===== config.mk =====
export PLATFORM = sky130hd
export DESIGN_NAME = split_timer
export DESIGN_NICKNAME = d
export VERILOG_FILES = /design/src/rtl/timer_pkg.sv /design/src/rtl/split_timer.sv /design/src/rtl/pin_edge.sv
export SDC_FILE = /design/constraint.sdc
export NUM_CORES = 1
export LEC_CHECK = 0
export ABC_AREA = 1
export BUFFER_PORTS_ARGS = -buffer_cell sky130_fd_sc_hd__buf_4
export CAP_MARGIN = 20
export CORE_AREA = 2 2 188 190
export CTS_CLUSTER_DIAMETER = 60
export CTS_CLUSTER_SIZE = 10
export DETAILED_ROUTE_END_ITERATION = 10
export DIE_AREA = 0 0 190 192
export GPL_ROUTABILITY_DRIVEN = 0
export HOLD_SLACK_MARGIN = 0.15
export SLEW_MARGIN = 20
export SYNTH_ARGS = -nofsm -noshare
export SYNTH_HDL_FRONTEND = slang
export SYNTH_SLANG_ARGS = --single-unit

===== constraint.sdc =====
create_clock -name ref_clk -period 7.8 [get_ports ref_clk]
set_clock_uncertainty 0.2 [all_clocks]
set_input_delay 0.39 -clock ref_clk [delete_from_list [all_inputs] [get_ports ref_clk]]
set_output_delay 0.39 -clock ref_clk [all_outputs]
set_load 0.03 [all_outputs]

===== src/rtl/timer_pkg.sv =====
// Constants, register map and carrier types of the split 16-bit timer.
// Assumes a 32-bit classic Wishbone slave with byte addresses.
package timer_pkg;

  // ****************************************
  // Bus and register map
  // ****************************************
  localparam int ADR_W = 8;
  localparam logic [ADR_W-1:0] OFF_CFG = 8'h00;
  localparam logic [ADR_W-1:0] OFF_MODE [2] = '{8'h04, 8'h08};
  localparam logic [ADR_W-1:0] OFF_CTL = 8'h0c;
  localparam logic [ADR_W-1:0] OFF_IMR = 8'h18;
  localparam logic [ADR_W-1:0] OFF_RIS = 8'h1c;
  localparam logic [ADR_W-1:0] OFF_MIS = 8'h20;
  localparam logic [ADR_W-1:0] OFF_ICR = 8'h24;
  localparam logic [ADR_W-1:0] OFF_ILR [2] = '{8'h28, 8'h2c};
  localparam logic [ADR_W-1:0] OFF_MATCH [2] = '{8'h30, 8'h34};
  localparam logic [ADR_W-1:0] OFF_PRE [2] = '{8'h38, 8'h3c};
  localparam logic [ADR_W-1:0] OFF_VAL [2] = '{8'h48, 8'h4c};

  // ****************************************
  // Field layout and encodings
  // ****************************************
  localparam logic [2:0] CFG_SPLIT = 3'h4;
  localparam logic [1:0] MODE_ONESHOT = 2'h1;
  localparam logic [1:0] MODE_PERIODIC = 2'h2;
  localparam logic [1:0] MODE_CAPTURE = 2'h3;
  localparam logic [1:0] EV_RISE = 2'h0;
  localparam logic [1:0] EV_FALL = 2'h1;
  localparam logic [1:0] EV_BOTH = 2'h3;
  localparam int HALF_STRIDE = 8;
  localparam int CTL_W = 6;
  localparam int FLAG_W = 3;
  localparam int FLAG_TO = 0;
  localparam int FLAG_MATCH = 1;
  localparam int FLAG_CAP = 2;

  // ****************************************
  // Reset values and counter constants
  // ****************************************
  localparam logic [15:0] CNT_RESET = 16'hffff;
  localparam logic [15:0] MATCH_RESET = 16'h0000;
  localparam logic [7:0] PRE_RESET = 8'h00;
  localparam logic [15:0] CNT_ZERO = 16'h0000;
  localparam logic [15:0] CNT_ONE = 16'h0001;
  localparam logic [7:0] PRE_ZERO = 8'h00;
  localparam logic [7:0] PRE_ONE = 8'h01;

  // ****************************************
  // Carrier types
  // ****************************************
  typedef struct packed {
    logic ams;
    logic cmr;
    logic [1:0] mode;
  } half_mode_t;

  typedef struct packed {
    logic pwml;
    logic ote;
    logic [1:0] event_sel;
    logic stall;
    logic en;
  } half_ctl_t;

  typedef enum logic [2:0] {
    OP_IDLE = 3'b000,
    OP_TIMER = 3'b001,
    OP_PWM = 3'b011,
    OP_ECOUNT = 3'b010,
    OP_ETIME = 3'b110
  } op_t;

endpackage


===== src/rtl/split_timer.sv =====
// Split 16-bit general timer: two identical halves behind Wishbone.
// Assumes asynchronous pins, one clock and a debugger halt level input.
//
// Overview of operation
// - Config value 0x4 selects split halves.
// - 16-bit down-counter, prescale N gives N+1.
// - Mode field picks one-shot or periodic.
// - Enable counts down, reloads after zero.
// - One-shot clears enable; periodic keeps counting.
// - Zero sets sticky timeout flag, masked copy.
// - Converter trigger only when its enable set.
// - Interval write reloads counter next cycle.
// - Stall bit freezes counting during debug halt.
// - No prescale in edge or PWM modes.
// - Capture bit clear selects edge counting.
// - Each selected edge decrements; match sets flags.
// - After match reload, clear enable, ignore edges.
// - Edge time free-runs from interval load.
// - Edge copies count to value register, flags.
// - Edge time keeps counting, reloads at zero.
// - Captured count held until next edge.
// - PWM needs alternate 1, capture 0, mode 2.
// - PWM reloads at zero, sets no flags.
// - PWM high at start, low at match, invertible.
//
// The implementer's own choices: register access over Wishbone and the placing of the registers.
`timescale 1ns/1ns
module split_timer
  import timer_pkg::*;
(
  input wire logic ref_clk,
  input wire logic rst_n,
  input wire logic clk_en,
  input wire logic wb_cyc_i,
  input wire logic wb_stb_i,
  input wire logic wb_we_i,
  input wire logic [ADR_W-1:0] wb_adr_i,
  input wire logic [3:0] wb_sel_i,
  input wire logic [31:0] wb_dat_i,
  output logic [31:0] wb_dat_o,
  output logic wb_ack_o,
  input wire logic debug_halt,
  input wire logic [1:0] ccp_in,
  output logic [1:0] ccp_out,
  output logic [1:0] ccp_oe,
  output logic [1:0] adc_trig,
  output logic timer_irq
);

  // ****************************************
  // Helpers
  // ****************************************
  function automatic logic hit(input logic [ADR_W-1:0] adr,
                               input logic [ADR_W-1:0] off);
    hit = (adr[ADR_W-1:2] == off[ADR_W-1:2]);
  endfunction

  function automatic logic [15:0] lanes16(input logic [15:0] old,
                                          input logic [15:0] wd,
                                          input logic [1:0] sel);
    lanes16 = {sel[1] ? wd[15:8] : old[15:8], sel[0] ? wd[7:0] : old[7:0]};
  endfunction

  // ****************************************
  // Bus decode
  // ****************************************
  logic [2:0] cfg;
  logic [15:0] imr;
  logic [15:0] ctl_all;
  logic [15:0] ris_all;
  logic [15:0] mis_all;
  logic [1:0][3:0] mode_all;
  logic [1:0][15:0] ilr_all;
  logic [1:0][15:0] match_all;
  logic [1:0][7:0] pr_all;
  logic [1:0][15:0] val_all;
  logic [31:0] next_rd;

  wire req = wb_cyc_i & wb_stb_i & ~wb_ack_o;
  wire wr = req & wb_we_i;
  wire split = (cfg == CFG_SPLIT);
  wire wr_cfg = wr & hit(wb_adr_i, OFF_CFG);
  wire wr_ctl = wr & hit(wb_adr_i, OFF_CTL);
  wire wr_imr = wr & hit(wb_adr_i, OFF_IMR);
  wire wr_icr = wr & hit(wb_adr_i, OFF_ICR);
  wire [15:0] ctl_wdata = lanes16(ctl_all, wb_dat_i[15:0], wb_sel_i[1:0]);
  wire [15:0] icr_bits = wr_icr ? (wb_dat_i[15:0] & {{8{wb_sel_i[1]}},
                                   {8{wb_sel_i[0]}}}) : 16'h0000;

  assign mis_all = ris_all & imr;

  // ****************************************
  // Read selection
  // ****************************************
  always_comb begin
    next_rd = 32'h0000_0000;
    if (hit(wb_adr_i, OFF_CFG)) begin
      next_rd[2:0] = cfg;
    end else if (hit(wb_adr_i, OFF_MODE[0])) begin
      next_rd[3:0] = mode_all[0];
    end else if (hit(wb_adr_i, OFF_MODE[1])) begin
      next_rd[3:0] = mode_all[1];
    end else if (hit(wb_adr_i, OFF_CTL)) begin
      next_rd[15:0] = ctl_all;
    end else if (hit(wb_adr_i, OFF_IMR)) begin
      next_rd[15:0] = imr;
    end else if (hit(wb_adr_i, OFF_RIS)) begin
      next_rd[15:0] = ris_all;
    end else if (hit(wb_adr_i, OFF_MIS)) begin
      next_rd[15:0] = mis_all;
    end else if (hit(wb_adr_i, OFF_ILR[0])) begin
      next_rd[15:0] = ilr_all[0];
    end else if (hit(wb_adr_i, OFF_ILR[1])) begin
      next_rd[15:0] = ilr_all[1];
    end else if (hit(wb_adr_i, OFF_MATCH[0])) begin
      next_rd[15:0] = match_all[0];
    end else if (hit(wb_adr_i, OFF_MATCH[1])) begin
      next_rd[15:0] = match_all[1];
    end else if (hit(wb_adr_i, OFF_PRE[0])) begin
      next_rd[7:0] = pr_all[0];
    end else if (hit(wb_adr_i, OFF_PRE[1])) begin
      next_rd[7:0] = pr_all[1];
    end else if (hit(wb_adr_i, OFF_VAL[0])) begin
      next_rd[15:0] = val_all[0];
    end else if (hit(wb_adr_i, OFF_VAL[1])) begin
      next_rd[15:0] = val_all[1];
    end
  end

  // ****************************************
  // Bus slave and shared registers
  // ****************************************
  // Every access, mapped or not, is answered one cycle after it is seen
  always_ff @(posedge ref_clk or negedge rst_n) begin
    if (!rst_n) begin
      wb_ack_o <= 1'b0;
      wb_dat_o <= 32'h0000_0000;
      cfg <= 3'h0;
      imr <= 16'h0000;
      timer_irq <= 1'b0;
    end else if (clk_en) begin
      wb_ack_o <= req;
      if (req && !wb_we_i) begin
        wb_dat_o <= next_rd;
      end
      if (wr_cfg && wb_sel_i[0]) begin
        cfg <= wb_dat_i[2:0];
      end
      if (wr_imr) begin
        imr <= lanes16(imr, wb_dat_i[15:0], wb_sel_i[1:0]);
      end
      timer_irq <= |mis_all;
    end
  end

  // ****************************************
  // Timer halves
  // ****************************************
  for (genvar h = 0; h < 2; h++) begin : g_half
    logic [15:0] cnt;
    logic [15:0] ilr;
    logic [15:0] match;
    logic [15:0] cap;
    logic [7:0] pr;
    logic [7:0] pcnt;
    half_mode_t mode;
    half_ctl_t ctl;
    logic [FLAG_W-1:0] ris;
    logic pwm_lvl;
    logic rise;
    logic fall;
    op_t op;
    logic [15:0] next_cnt;
    logic [7:0] next_pcnt;
    logic next_pwm;
    logic hw_stop;
    logic hit_to;
    logic hit_mt;
    logic hit_ce;

    wire wr_mode = wr & hit(wb_adr_i, OFF_MODE[h]);
    wire wr_ilr = wr & hit(wb_adr_i, OFF_ILR[h]);
    wire wr_match = wr & hit(wb_adr_i, OFF_MATCH[h]);
    wire wr_pr = wr & hit(wb_adr_i, OFF_PRE[h]) & wb_sel_i[0];
    wire [15:0] ilr_new = lanes16(ilr, wb_dat_i[15:0], wb_sel_i[1:0]);
    wire run = ctl.en & ~(ctl.stall & debug_halt);
    wire at_zero = (cnt == CNT_ZERO);
    wire [15:0] cnt_dec = cnt - CNT_ONE;
    wire ev = (ctl.event_sel == EV_RISE && rise) ||
              (ctl.event_sel == EV_FALL && fall) ||
              (ctl.event_sel == EV_BOTH && (rise || fall));
    wire [FLAG_W-1:0] flag_set = {hit_ce, hit_mt, hit_to};

    pin_edge u_edge (
      .ref_clk(ref_clk),
      .rst_n(rst_n),
      .clk_en(clk_en),
      .pin(ccp_in[h]),
      .rise(rise),
      .fall(fall)
    );

    // Operating mode from the mode register
    always_comb begin
      op = OP_IDLE;
      if (!split) begin
        op = OP_IDLE;
      end else if (mode.mode == MODE_CAPTURE) begin
        op = mode.cmr ? OP_ETIME : OP_ECOUNT;
      end else if (mode.ams && !mode.cmr && mode.mode == MODE_PERIODIC) begin
        op = OP_PWM;
      end else if (mode.mode == MODE_ONESHOT ||
                   mode.mode == MODE_PERIODIC) begin
        op = OP_TIMER;
      end
    end

    // Counting step for the selected mode
    always_comb begin
      next_cnt = cnt;
      next_pcnt = pcnt;
      next_pwm = pwm_lvl;
      hw_stop = 1'b0;
      hit_to = 1'b0;
      hit_mt = 1'b0;
      hit_ce = 1'b0;
      if (run) begin
        case (op)
          OP_TIMER: begin
            if (pcnt != PRE_ZERO) begin
              next_pcnt = pcnt - PRE_ONE;
            end else if (at_zero) begin
              next_cnt = ilr;
              next_pcnt = pr;
              hit_to = 1'b1;
              hw_stop = (mode.mode == MODE_ONESHOT);
            end else begin
              next_cnt = cnt_dec;
              next_pcnt = pr;
            end
          end
          OP_PWM: begin
            next_cnt = at_zero ? ilr : cnt_dec;
            if (cnt == ilr) begin
              next_pwm = 1'b1;
            end else if (cnt == match) begin
              next_pwm = 1'b0;
            end
          end
          OP_ECOUNT: begin
            if (ev && cnt_dec == match) begin
              next_cnt = ilr;
              hit_mt = 1'b1;
              hw_stop = 1'b1;
            end else if (ev) begin
              next_cnt = cnt_dec;
            end
          end
          OP_ETIME: begin
            next_cnt = at_zero ? ilr : cnt_dec;
            hit_ce = ev;
          end
          default: begin
            next_cnt = cnt;
          end
        endcase
      end
    end

    // Interval write reloads the prescaler too, so the first step is full
    always_ff @(posedge ref_clk or negedge rst_n) begin
      if (!rst_n) begin
        cnt <= CNT_RESET;
        pcnt <= PRE_RESET;
        pwm_lvl <= 1'b0;
      end else if (clk_en) begin
        if (wr_ilr) begin
          cnt <= ilr_new;
          pcnt <= pr;
        end else begin
          cnt <= next_cnt;
          pcnt <= next_pcnt;
        end
        pwm_lvl <= (op == OP_PWM) ? next_pwm : 1'b0;
      end
    end

    always_ff @(posedge ref_clk or negedge rst_n) begin
      if (!rst_n) begin
        ilr <= CNT_RESET;
        match <= MATCH_RESET;
        pr <= PRE_RESET;
        mode <= '0;
      end else if (clk_en) begin
        if (wr_ilr) begin
          ilr <= ilr_new;
        end
        if (wr_match) begin
          match <= lanes16(match, wb_dat_i[15:0], wb_sel_i[1:0]);
        end
        if (wr_pr) begin
          pr <= wb_dat_i[7:0];
        end
        if (wr_mode && wb_sel_i[0]) begin
          mode <= half_mode_t'(wb_dat_i[3:0]);
        end
      end
    end

    always_ff @(posedge ref_clk or negedge rst_n) begin
      if (!rst_n) begin
        ctl <= '0;
        cap <= CNT_RESET;
        ris <= '0;
      end else if (clk_en) begin
        // Software write wins over the self-clear of the enable
        if (wr_ctl) begin
          ctl <= half_ctl_t'(ctl_wdata[h*HALF_STRIDE +: CTL_W]);
        end else if (hw_stop) begin
          ctl.en <= 1'b0;
        end
        if (hit_ce) begin
          cap <= cnt;
        end
        // Set beats clear so a flag raised during the clear survives
        ris <= (ris & ~icr_bits[h*HALF_STRIDE +: FLAG_W]) | flag_set;
      end
    end

    always_ff @(posedge ref_clk or negedge rst_n) begin
      if (!rst_n) begin
        adc_trig[h] <= 1'b0;
        ccp_out[h] <= 1'b0;
        ccp_oe[h] <= 1'b0;
      end else if (clk_en) begin
        adc_trig[h] <= hit_to & ctl.ote;
        ccp_out[h] <= (op == OP_PWM) & (next_pwm ^ ctl.pwml);
        ccp_oe[h] <= (op == OP_PWM);
      end
    end

    assign ctl_all[h*HALF_STRIDE +: HALF_STRIDE] = {2'b00, ctl};
    assign ris_all[h*HALF_STRIDE +: HALF_STRIDE] = {5'b00000, ris};
    assign mode_all[h] = mode;
    assign ilr_all[h] = ilr;
    assign match_all[h] = match;
    assign pr_all[h] = pr;
    assign val_all[h] = (op == OP_ETIME) ? cap : cnt;
  end

endmodule


===== src/rtl/pin_edge.sv =====
// Pin synchroniser and edge detector for one capture/compare input.
// Assumes the pin may change at any time relative to ref_clk.
`timescale 1ns/1ns
module pin_edge (
  input wire logic ref_clk,
  input wire logic rst_n,
  input wire logic clk_en,
  input wire logic pin,
  output logic rise,
  output logic fall
);

  // ****************************************
  // Two-flop synchroniser plus history
  // ****************************************
  logic meta;
  logic sync;
  logic prev;

  always_ff @(posedge ref_clk or negedge rst_n) begin
    if (!rst_n) begin
      meta <= 1'b0;
      sync <= 1'b0;
      prev <= 1'b0;
    end else if (clk_en) begin
      meta <= pin;
      sync <= meta;
      prev <= sync;
    end
  end

  // Edges compare only settled samples, never the first flop
  assign rise = sync & ~prev;
  assign fall = ~sync & prev;

endmodule


# [Yosys cells after proc, flatten, opt, wreduce, memory -nomap -nowiden]
# Index checks and enable logic that the tools add are counted.
[totals] in_bits=53 word_cells=318 output_inout_bits=40 regBits=237
[classes] muxes=101 bitwise_logic=46 add_sub_neg=4 eq_ne=46 n_reduce_logical=69
[ops] op="2-to-1 mux 16 bit" count=24
[ops] op="2-to-1 mux 8 bit" count=16
[ops] op="== test 16 bit" count=6
[ops] op="case mux 16 bit (3 select lines)" count=2
[ops] op="== test 6 x 4 -> 1 bit, second input constant" count=8
[ops] op="2-to-1 mux 1 bit" count=42
[ops] op="AND reduction 3 bit" count=12
[ops] op="logical NOT 16 bit" count=2
[ops] op="subtractor 16 x 1 -> 16 bit, second input constant" count=2
[ops] op="bitwise AND 1 bit" count=29
[ops] op="2-to-1 mux 12 bit" count=2
[ops] op="2-to-1 mux 3 bit" count=7
[ops] op="AND reduction 2 bit" count=10
[ops] op="bitwise AND 11 x 16 -> 16 bit" count=1
[ops] op="logical AND 1 bit" count=16
[ops] op="nonzero test 8 bit" count=2
[ops] op="OR reduction 16 bit" count=1
[ops] op="subtractor 8 x 1 -> 8 bit, second input constant" count=2
[ops] op="2-to-1 mux 13 bit" count=1
[ops] op="== test 2 bit, second input constant" count=6
[ops] op="== test 3 x 2 -> 1 bit, second input constant" count=4
[ops] op="== test 6 x 2 -> 1 bit, second input constant" count=2
[ops] op="== test 6 x 3 -> 1 bit, second input constant" count=2
[ops] op="== test 6 x 5 -> 1 bit, second input constant" count=2
[ops] op="25 further kinds" count=65

# [Depth between registers and ports, before layout]
# Gate-level depths: netlist (run 1).
[depth] depth_word=23 depth_mapped=19

# [Cells and area by module]
# From an unflattened synthesis (run 1), not the netlist that was laid out.
[unflattened] hier_cells=2264 area_unflattened_um2=15783.9
[by_module_without_submodules] mod="split_timer" cells_each=2230 n_inst=1 area_per_inst_um2=15528.6
[by_module_without_submodules] mod="pin_edge" cells_each=17 n_inst=2 area_per_inst_um2=127.6

# [Worst setup path before layout (run 1)]
# Ideal clock, no wire load.
[synth_timing] path_kind="register to register" startpoint="reg g_half[1].cnt[0]" endpoint="reg g_half[1].ctl, in the netlist ctl_all[8]" setup_time_ns=0.117 required_time_ns=7.483 period_less_slack_ns=2.662 slack_ns=5.138 t_arrival_ns=2.345 stages_incl_launch_ff=18 path_cell_list="dfstp_2 > inv_2 > ha_1 > nand2_4 > inv_2 > nand2_2 > xor2_1 > or2_1 > nand3_1 > a21oi_2 > nand3_2 > nor2_4 > buf_12 > nand2_2 > nand2_1 > nand3_1 > nand3_1 > nand2_1"
[synth_via] elab_chain_len=8
[synth_rtl] element="from (decl)" line="split_timer.sv:160" rtl="logic [15:0] cnt;"
[synth_rtl] element="from (signal assigned)" line="split_timer.sv:278" rtl="cnt <= ilr_new;"
[synth_rtl] element="from (signal assigned)" line="split_timer.sv:281" rtl="cnt <= next_cnt;"
[synth_rtl] element="subtractor 16 x 1 -> 16 bit" line="split_timer.sv:188" rtl="wire [15:0] cnt_dec = cnt - CNT_ONE;"
[synth_rtl] element="== test 16 bit" line="split_timer.sv:251" rtl="if (ev && cnt_dec == match) begin"
[synth_rtl] element="logical AND 1 bit" line="split_timer.sv:251"
[synth_rtl] element="2-to-1 mux 1 bit" line="split_timer.sv:251"
[synth_rtl] element="case mux 1 bit (2 select lines) (*)" line="split_timer.sv:228" rtl="case (op)"
[synth_rtl] element="2-to-1 mux 1 bit (*)" line="split_timer.sv:227" rtl="if (run) begin"
[synth_rtl] element="nonzero test 2 bit (no line) (*)"
[synth_rtl] element="AND reduction 3 bit (no line) (*)"
[synth_rtl] element="to (signal assigned)" line="split_timer.sv:318" rtl="ctl <= half_ctl_t'(ctl_wdata[h*HALF_STRIDE +: CTL_W]);"
[synth_rtl] element="to (decl)" line="split_timer.sv:167" rtl="half_ctl_t ctl;"
# Every way passes the cells marked *; elsewhere a longest branch is shown, timed or not.
# A chain may end at the register's enable or synchronous reset.

# [Worst setup path after layout (run 1)]
[layout_timing] startpoint="reg g_half[0].cnt[0]" endpoint="reg g_half[0].ctl, in the netlist ctl_all[0]"
[layout_via] elab_chain_len=8
[layout_rtl] element="from (decl)" line="split_timer.sv:160"
[layout_rtl] element="from (signal assigned)" line="split_timer.sv:278"
[layout_rtl] element="from (signal assigned)" line="split_timer.sv:281"
[layout_rtl] element="subtractor 16 x 1 -> 16 bit" line="split_timer.sv:188"
[layout_rtl] element="== test 16 bit" line="split_timer.sv:251"
[layout_rtl] element="logical AND 1 bit" line="split_timer.sv:251"
[layout_rtl] element="2-to-1 mux 1 bit" line="split_timer.sv:251"
[layout_rtl] element="case mux 1 bit (2 select lines) (*)" line="split_timer.sv:228"
[layout_rtl] element="2-to-1 mux 1 bit (*)" line="split_timer.sv:227"
[layout_rtl] element="nonzero test 2 bit (no line) (*)"
[layout_rtl] element="AND reduction 3 bit (no line) (*)"
[layout_rtl] element="to (signal assigned)" line="split_timer.sv:318"
[layout_rtl] element="to (decl)" line="split_timer.sv:167"
# Marks and branches as above.

==> Flow_metrics.wiki, run 1 <==
{| class="wikitable"
! Metric !! Value
|-
| YS warnings || 0
|-
| Power density relative to cell area || ~170 mW/mm^2
|-
| Clock Tree Root || clkbuf_16
|-
| FMAX || 234 MHz
|-
| Drt first-iter violations || 1,658
|-
| Overall die height || 192 um
|-
| Start point of the worst hold path || wb_adr_i[3]
|-
| Clock input transition at the sequential cells of the worst setup and hold paths || 0.06 ns
|-
| Worst-margin pin slew || between 0.9 and 1 ns
|-
| Pin count of the biggest net entering global routing || between 100 and 150
|-
| Placeable core region || roughly 0.034 mm^2
|-
| Standard cell area after detailed placement || 0.0160 mm^2
|-
| Layout Utilization || 0.501
|-
| Data required time at the worst endpoint || 8.07 ns
|-
| Ratio of cells with drive above 1 in the final layout || 0.126
|-
| Outcome || finished, final reports clean
|-
| Area taken by flip-flops and latches || 0.00605 mm^2
|-
| Final std cells w/o fill || 2,665
|-
| Launch instance of the worst register-to-register path || g_half[0].cnt[0]$_DFFE_PN1P_
|-
| Crit start category || flip-flop
|-
| Vias in the first global route || ~14,000
|-
| Share of the synthesized netlist area taken by xor and xnor gates || 0.0522
|-
| Total CTS buffers || 30
|-
| Setup slack after placement || roughly 3.8 ns
|-
| Via density per instance || 5.53
|-
| Tightest slew margin relative to the limit || 0.343
|-
| Number of pins exceeding their max-slew limit in the final report || 0
|-
| Syn_area_per_cell || between 7 and 8 um^2
|-
| Biggest fanout along the worst timing path || 21
|-
| Routed Wire Length || approximately 54,000 um
|-
| Final critical-path setup slack || 3.53 ns
|-
| Hold slack || 0.164 ns
|-
| Synthesized cell area || 0.0153 mm^2
|-
| Number of instances in the synthesized netlist || 2,138
|-
| Filler Cell Count || 3,423
|-
| Std-Cell Rows || 68
|-
| Antenna Nets Post-Route || 0
|-
| Die width || 190 um
|-
| Launch point of the worst path || g_half[0].cnt[0]$_DFFE_PN1P_
|-
| Number of hold violations in the final report || 0
|-
| Final critical path time including I/O delays and setup || 4.27 ns
|-
| Count of H-tree levels built during CTS || 1
|-
| Number of enable-type register cells in the synthesized netlist || 0
|-
| Number of buffers inserted by post-CTS setup repair || 0
|-
| Wire length of the first global-routing pass || 81,700 um
|-
| Category of the critical setup timing path || reg -> reg
|-
| Count of maximum capacitance violations || 0
|-
| Number of nets at the end of the flow || around 2,300
|-
| Max clock buf depth || 3
|-
| Average wire per standard cell || ~20 um
|-
| Top_reg_cell synth || dfrtp_1
|-
| Worst-skew pair later-pin latency || 0.59 ns
|-
| Setup violations, final || 0
|-
| Number of I/O port buffers || 56
|-
| IO Pins || 93
|-
| Post-DP HPWL || 39,200 um
|-
| Async SR Flop Fraction || 1.00
|-
| Initial antenna violation count || 0
|-
| Multi-input gate area in the final layout || 0.00793 mm^2
|-
| Post-detailed-route DRC marker count || 0
|-
| Flip-flop and latch count after synthesis || 237
|-
| Peak VDD IR || 0.000173 V
|-
| Die area || 0.0365 mm^2
|-
| Setup repair after global routing missed its margin || no
|-
| Simple-gate share of the synthesized area || 0.281
|-
| Sum Neg Setup Slack || 0 ns
|-
| CTS tree || built
|-
| Initial standard-cell utilization of the core || 0.445
|-
| Synthesized-area fraction occupied by ao, oa, aoi and oai cells || 0.167
|-
| Multiplexer share of the synthesized area || 0.000737
|-
| Number of detailed-routing iterations run before antenna repair || 7
|-
| Total GRT Usage || 0.294
|-
| Kind of capture point of the worst setup path || flip-flop
|-
| Critical path arrival || 4.54 ns
|-
| Hold WC Path Type || in -> reg
|-
| Total non-filler cell area in the finished layout || 0.0172 mm^2
|-
| Design Power || 2.90 mW
|-
| Static Leak || 8.05 nW
|-
| Post-synthesis share of cell area spent on full adders, half adders and majority gates || 0.0147
|-
| Sequential-to-total area share from yosys stat || 0.396
|-
| TritonCTS sink count || 237
|-
| Share of the clock period used by the worst path || 0.547
|-
| Cell total after placement || roughly 2,600
|-
| Routed vias || 14,700
|-
| Final global-route overflow total || 0
|-
| Number of different library cells in the post-synthesis netlist || 59
|-
| Area added between synthesis and finish || 12.4%
|-
| Largest family of logic cells by synthesized area || simple AND/OR/NAND/NOR gates
|}
[where the power goes]
part           switching, mW  internal [mW]  total (mW)  leakage, nW
clock                  0.562          0.760        1.32        0.425
sequential            0.0342           1.27        1.31         2.90
combinational          0.184         0.0847       0.268         4.72
total                  0.780           2.12        2.90         8.05
[synthesized netlist by cell type, types with 15 or more instances]
| master | n | area share |
|---|---|---|
| dfstp_2 | 96 | 0.17 |
| buf_4 | 21 | 0.010 |
| a21oi_1 | 119 | 0.039 |
| dfrtp_1 | 141 | 0.23 |
| nand3_1 | 103 | 0.034 |
| nand2_2 | 19 | 0.0078 |
| o211ai_1 | 53 | 0.026 |
| xor2_1 | 60 | 0.034 |
| nor2_1 | 124 | 0.030 |
| o21ai_0 | 253 | 0.083 |
| nand4_1 | 33 | 0.014 |
| nor3_1 | 20 | 0.0066 |
| nand2_1 | 648 | 0.16 |
| inv_1 | 207 | 0.051 |
| xnor2_1 | 31 | 0.018 |
| ha_1 | 18 | 0.015 |
| buf_2 | 15 | 0.0049 |
| clkbuf_1 | 63 | 0.015 |
[layer usage]
| layer | global-route usage | up-vias | wire, um |
|---|---|---|---|
| met1 | 0.410 | 6906 | 22800 |
| met2 | 0.465 | 671 | 23900 |
| met3 | 0.0457 | 115 | 4820 |
| met5 | 0 | - | 0 |
| li1 | - | 7035 | - |
| met4 | 0.100 | 0 | 1990 |
[sequential cells by signal (all words and copies together) (netlist names), 6 cells and up]
name          count
g_half.mode       8
wb_dat_o         16
g_half.match     32
g_half.ilr       32
imr              16
g_half.cnt       32
g_half.pr        16
g_half.ris        6
g_half.pcnt      16
g_half.cap       32
ctl_all          12
[worst max-delay path, stage by stage (launching register included)]
cell,delay (ns)
dfstp_2,0.61
inv_1,0.15
ha_1,0.29
nand3_2,0.13
nor2_1,0.07
xor2_1,0.32
nor2_1,0.07
nor3_1,0.26
nand4_1,0.14
nor2_2,0.77
nand2_1,0.20
nand2_1,0.13
a21oi_1,0.07
o21ai_1,0.14
nand2_1,0.06
dlygate4sd3_1,0.55
[layout make-up]
class	count	share of cell area
sequential	237	0.352
tap	455	0.0332
inverter	226	0.0494
clock buffer	50	0.0487
multi-input combinational	1588	0.462
clock inverter	6	0.00452
antenna	1	0.000146
timing repair buffer	102	0.0500
[logic make-up (layout without fill, tap and decap cells)]
group | Yosys count | after routing
xor+xnor | 91 | 91
simple gates | 998 | 998
buf+inv | 328 | 384
flops | 237 | 237
mux | 1 | 1
other cells | 1 | 17
fa+ha+maj | 18 | 18
compound gates | 464 | 464
[worst paths after layout]
| check | to | slack (ns) | cells past startpoint |
|---|---|---|---|
| worst max-delay path | ctl_all[0]$_DFFE_PN0P_ | 3.53 | 15 |
| worst min-delay path | wb_dat_o[3]$_DFFE_PN0P_ | 0.16 | 7 |
| worst max register to register | ctl_all[0]$_DFFE_PN0P_ | 3.53 | 15 |
| worst min register to register | g_half[1].u_edge.meta$_DFFE_PN0P_ | 0.28 | 2 |
| max in group asynchronous | ccp_out[1]$_DFFE_PN0P_ | 5.88 | 3 |
| min in group asynchronous | wb_dat_o[9]$_DFFE_PN0P_ | 0.20 | 2 |
[cell usage in the layout, fill, tap and decap left out, types with 30 or more instances in the layout]
cell | Yosys | final
xor2_1 | 60 | 60
xnor2_1 | 31 | 31
clkbuf_16 | 0 | 30
dfstp_2 | 96 | 96
nand3_1 | 103 | 103
nand4_1 | 33 | 33
dfrtp_1 | 141 | 141
buf_4 | 21 | 71
nand2_1 | 648 | 648
nor2_1 | 124 | 124
o21ai_0 | 253 | 253
o211ai_1 | 53 | 53
inv_1 | 207 | 207
a21oi_1 | 119 | 119
[repair_timing]
| action | in CTS | in global routing |
|---|---|---|
| hold buffers | 29 | 0 |
| resized for setup | 0 | 0 |
| hold endpoints to repair | 195 | 0 |
Power figures use the tool's default switching activity.
==> inputs of run 2 (changes only) <==
- clock period: 7.8 -> 4.09 ns (I/O delays scaled with it)
==> Flow_metrics.wiki, run 2 (synthesized netlist as in run 1, its figures left out) <==
{| class="wikitable"
! Metric !! Value
|-
| CTS tree || built
|-
| Hold WC Path Type || in -> async
|-
| Average wire per standard cell || 20.2 um (+0.44%)
|-
| Setup violations, final || 0 (unchanged)
|-
| Hold slack || 0.150 ns (-0.0136 ns)
|-
| Routed Wire Length || 54,400 um (+1.5%)
|-
| Switching share of power || 0.262 (-0.00700)
|-
| Worst-skew pair later-pin latency || 0.53 ns (-0.06 ns)
|-
| Peak VDD IR || 0.000270 V (+56%)
|-
| Number of hold violations in the final report || 0 (unchanged)
|-
| Most common cell after layout, fill and taps aside || nand2_1
|-
| Area added between synthesis and finish || 15.4%
|-
| Cell-by-cell listing of the critical path || dlygate4sd3_1 -> buf_4 -> nor2_2 -> dlygate4sd3_1 -> nand2_1 -> nor2_1 -> buf_4 -> inv_1 -> nor2_1 -> nand3_1 -> dlygate4sd3_1 -> nand2_1 -> dlygate4sd3_1
|-
| Tightest slew margin relative to the limit || 0.323 (-0.0196)
|-
| Category of the critical setup timing path || in -> reg
|-
| Most frequent cells in the layout || 648 x nand2_1, 253 x o21ai_0, 207 x inv_1
|-
| Setup slack after placement || 0.793 ns (-3.00 ns)
|-
| Final global-route overflow total || 0 (unchanged)
|-
| # diodes || 0 (-1)
|-
| Number of I/O port buffers || 56 (unchanged)
|-
| Final critical-path setup slack || 0.162 ns (-3.37 ns)
|-
| IO Pins || 93 (unchanged)
|-
| Layout Utilization || 0.514 (+0.0132)
|-
| Via density per instance || 5.56 (+0.62%)
|-
| Count of H-tree levels built during CTS || 2 (+1)
|-
| Vias in the first global route || 14,000 (+1.1%)
|-
| Count of maximum capacitance violations || 0 (unchanged)
|-
| Sequential power share || 0.410 (-0.041)
|-
| Max clock buf depth || 3 (unchanged)
|-
| Routed vias || 15,000 (+1.7%)
|-
| Number of pins exceeding their max-slew limit in the final report || 0 (unchanged)
|-
| Sum Neg Setup Slack || 0 ns (unchanged)
|-
| Data required time at the worst endpoint || 4.36 ns (-3.71 ns)
|-
| TritonCTS sink count || 237 (unchanged)
|-
| Number of nets at the end of the flow || 2,284 (+1.2%)
|-
| Outcome || finished, final reports clean
|-
| Biggest fanout along the worst timing path || 17 (-19%)
|-
| Clock Tree Root || clkbuf_16
|-
| Setup repair after global routing missed its margin || no
|-
| Placeable core region || 0.0343 mm^2 (unchanged)
|-
| Total GRT Usage || 0.300 (+0.00679)
|-
| Share of the clock period used by the worst path || 0.960
|-
| Wire length of the first global-routing pass || 83,800 um (+2.5%)
|-
| Static Leak || 8.29 nW (+3.1%)
|-
| Crit-path most repeated cell || dlygate4sd3_1
|-
| Critical path arrival || 4.19 ns (-0.35 ns)
|-
| Clock input transition at the sequential cells of the worst setup and hold paths || 0.06 ns (about the same)
|-
| Total non-filler cell area in the finished layout || 0.0176 mm^2 (+2.6%)
|-
| Overall die height || 192 um (unchanged)
|-
| Drt first-iter violations || 1,617 (-2.5%)
|-
| Worst-margin pin slew || 1.01 ns (+0.0267 ns)
|-
| Post-detailed-route DRC marker count || 0 (unchanged)
|-
| Cell total after placement || 2,593 (+0.54%)
|-
| Die width || 190 um (unchanged)
|-
| FMAX || 255 MHz
|-
| Crit start category || input pin
|-
| Design Power || 6.08 mW (+110%)
|-
| Initial antenna violation count || 0 (unchanged)
|-
| CP max stage cell || dlygate4sd3_1
|-
| Post-DP HPWL || 40,000 um (+1.8%)
|-
| Total CTS buffers || 35 (+17%)
|-
| Pin count of the biggest net entering global routing || 107 (-25%)
|-
| Standard cell area after detailed placement || 0.0161 mm^2 (+0.66%)
|-
| Ratio of cells with drive above 1 in the final layout || 0.137 (+0.0113)
|-
| Filler Cell Count || 3,404 (-0.56%)
|-
| Antenna Nets Post-Route || 0 (unchanged)
|-
| Final std cells w/o fill || 2,694 (+1.1%)
|-
| Net switching component of the power || 1.59 mW (+100%)
|-
| Initial standard-cell utilization of the core || 0.445 (unchanged)
|-
| Fraction of power consumed by combinational cells || 0.086 (-0.007)
|-
| Final critical path time including I/O delays and setup || between 3 and 4 ns
|-
| Number of detailed-routing iterations run before antenna repair || 5 (-2)
|-
| Delay of the slowest cell on the worst path || 0.60 ns (-0.17 ns)
|-
| Std-Cell Rows || 68 (unchanged)
|-
| Die area || 0.0365 mm^2 (unchanged)
|-
| Kind of capture point of the worst setup path || flip-flop
|-
| Int Power || 4.49 mW (+110%)
|-
| Power density relative to cell area || 345 mW/mm^2 (+100%)
|-
| Clock share of power || 0.504 (+0.047)
|}
-- run 2: layout make-up --
cell class / count / area [um^2] / share of cell area
repair buffers: 125 / 1050 / 0.0598
clock inverters: 11 / 136 / 0.00774
clock buffers: 52 / 1030 / 0.0586
inverters: 226 / 848 / 0.0481
multi-input cells: 1588 / 7930 / 0.450
well taps: 455 / 569 / 0.0323
flip-flops and latches: 237 / 6050 / 0.343
-- run 2: worst max-delay path: cells and delay by family --
kind / cells / cell delay (ns)
buffers and inverters: 7 / 2.87
AND/OR/NAND/NOR: 6 / 1.10
-- run 2: final timing paths --
check | start | end | slack, ns | depth (start not counted)
max in group asynchronous | rst_n | g_half[0].cnt[7]$_DFFE_PN1P_ | 2.57 | 3
worst min-delay path | rst_n | g_half[0].u_edge.sync$_DFFE_PN0P_ | 0.15 | 2
worst max register to register | g_half[0].u_edge.prev$_DFFE_PN0P_ | ctl_all[0]$_DFFE_PN0P_ | 0.26 | 15
worst min register to register | g_half[0].u_edge.meta$_DFFE_PN0P_ | g_half[0].u_edge.meta$_DFFE_PN0P_ | 0.27 | 2
min in group ref_clk | wb_adr_i[7] | wb_dat_o[5]$_DFFE_PN0P_ | 0.19 | 7
worst max-delay path | wb_adr_i[6] | ctl_all[0]$_DFFE_PN0P_ | 0.16 | 13
-- run 2: per-layer routing --
layer	GRT usage	share of wire	vias to the layer above
met5	0	0	-
met4	0.108	0.036	0
met3	0.0568	0.083	120
met2	0.468	0.44	636
met1	0.417	0.44	7119
li1	-	-	7105
-- run 2: power groups by stage --
stage               Sequential, mW  Clock (mW)  Combinational (mW)
floorplan                     2.52           0               0.281
global placement              2.52           0               0.481
detailed placement            2.53           0               0.489
CTS                           2.49        3.09               0.517
global route                  2.50        3.20               0.576
finish                        2.49        3.07               0.523
-- run 2: repair_timing --
| item | CTS | global route |
|---|---|---|
| endpoints found under the hold margin | 261 | 0 |
| setup buffers | 0 | 0 |
| setup endpoints to repair | 0 | 1 |
| gates resized for setup | 0 | 1 |
| hold buffers | 38 | 0 |
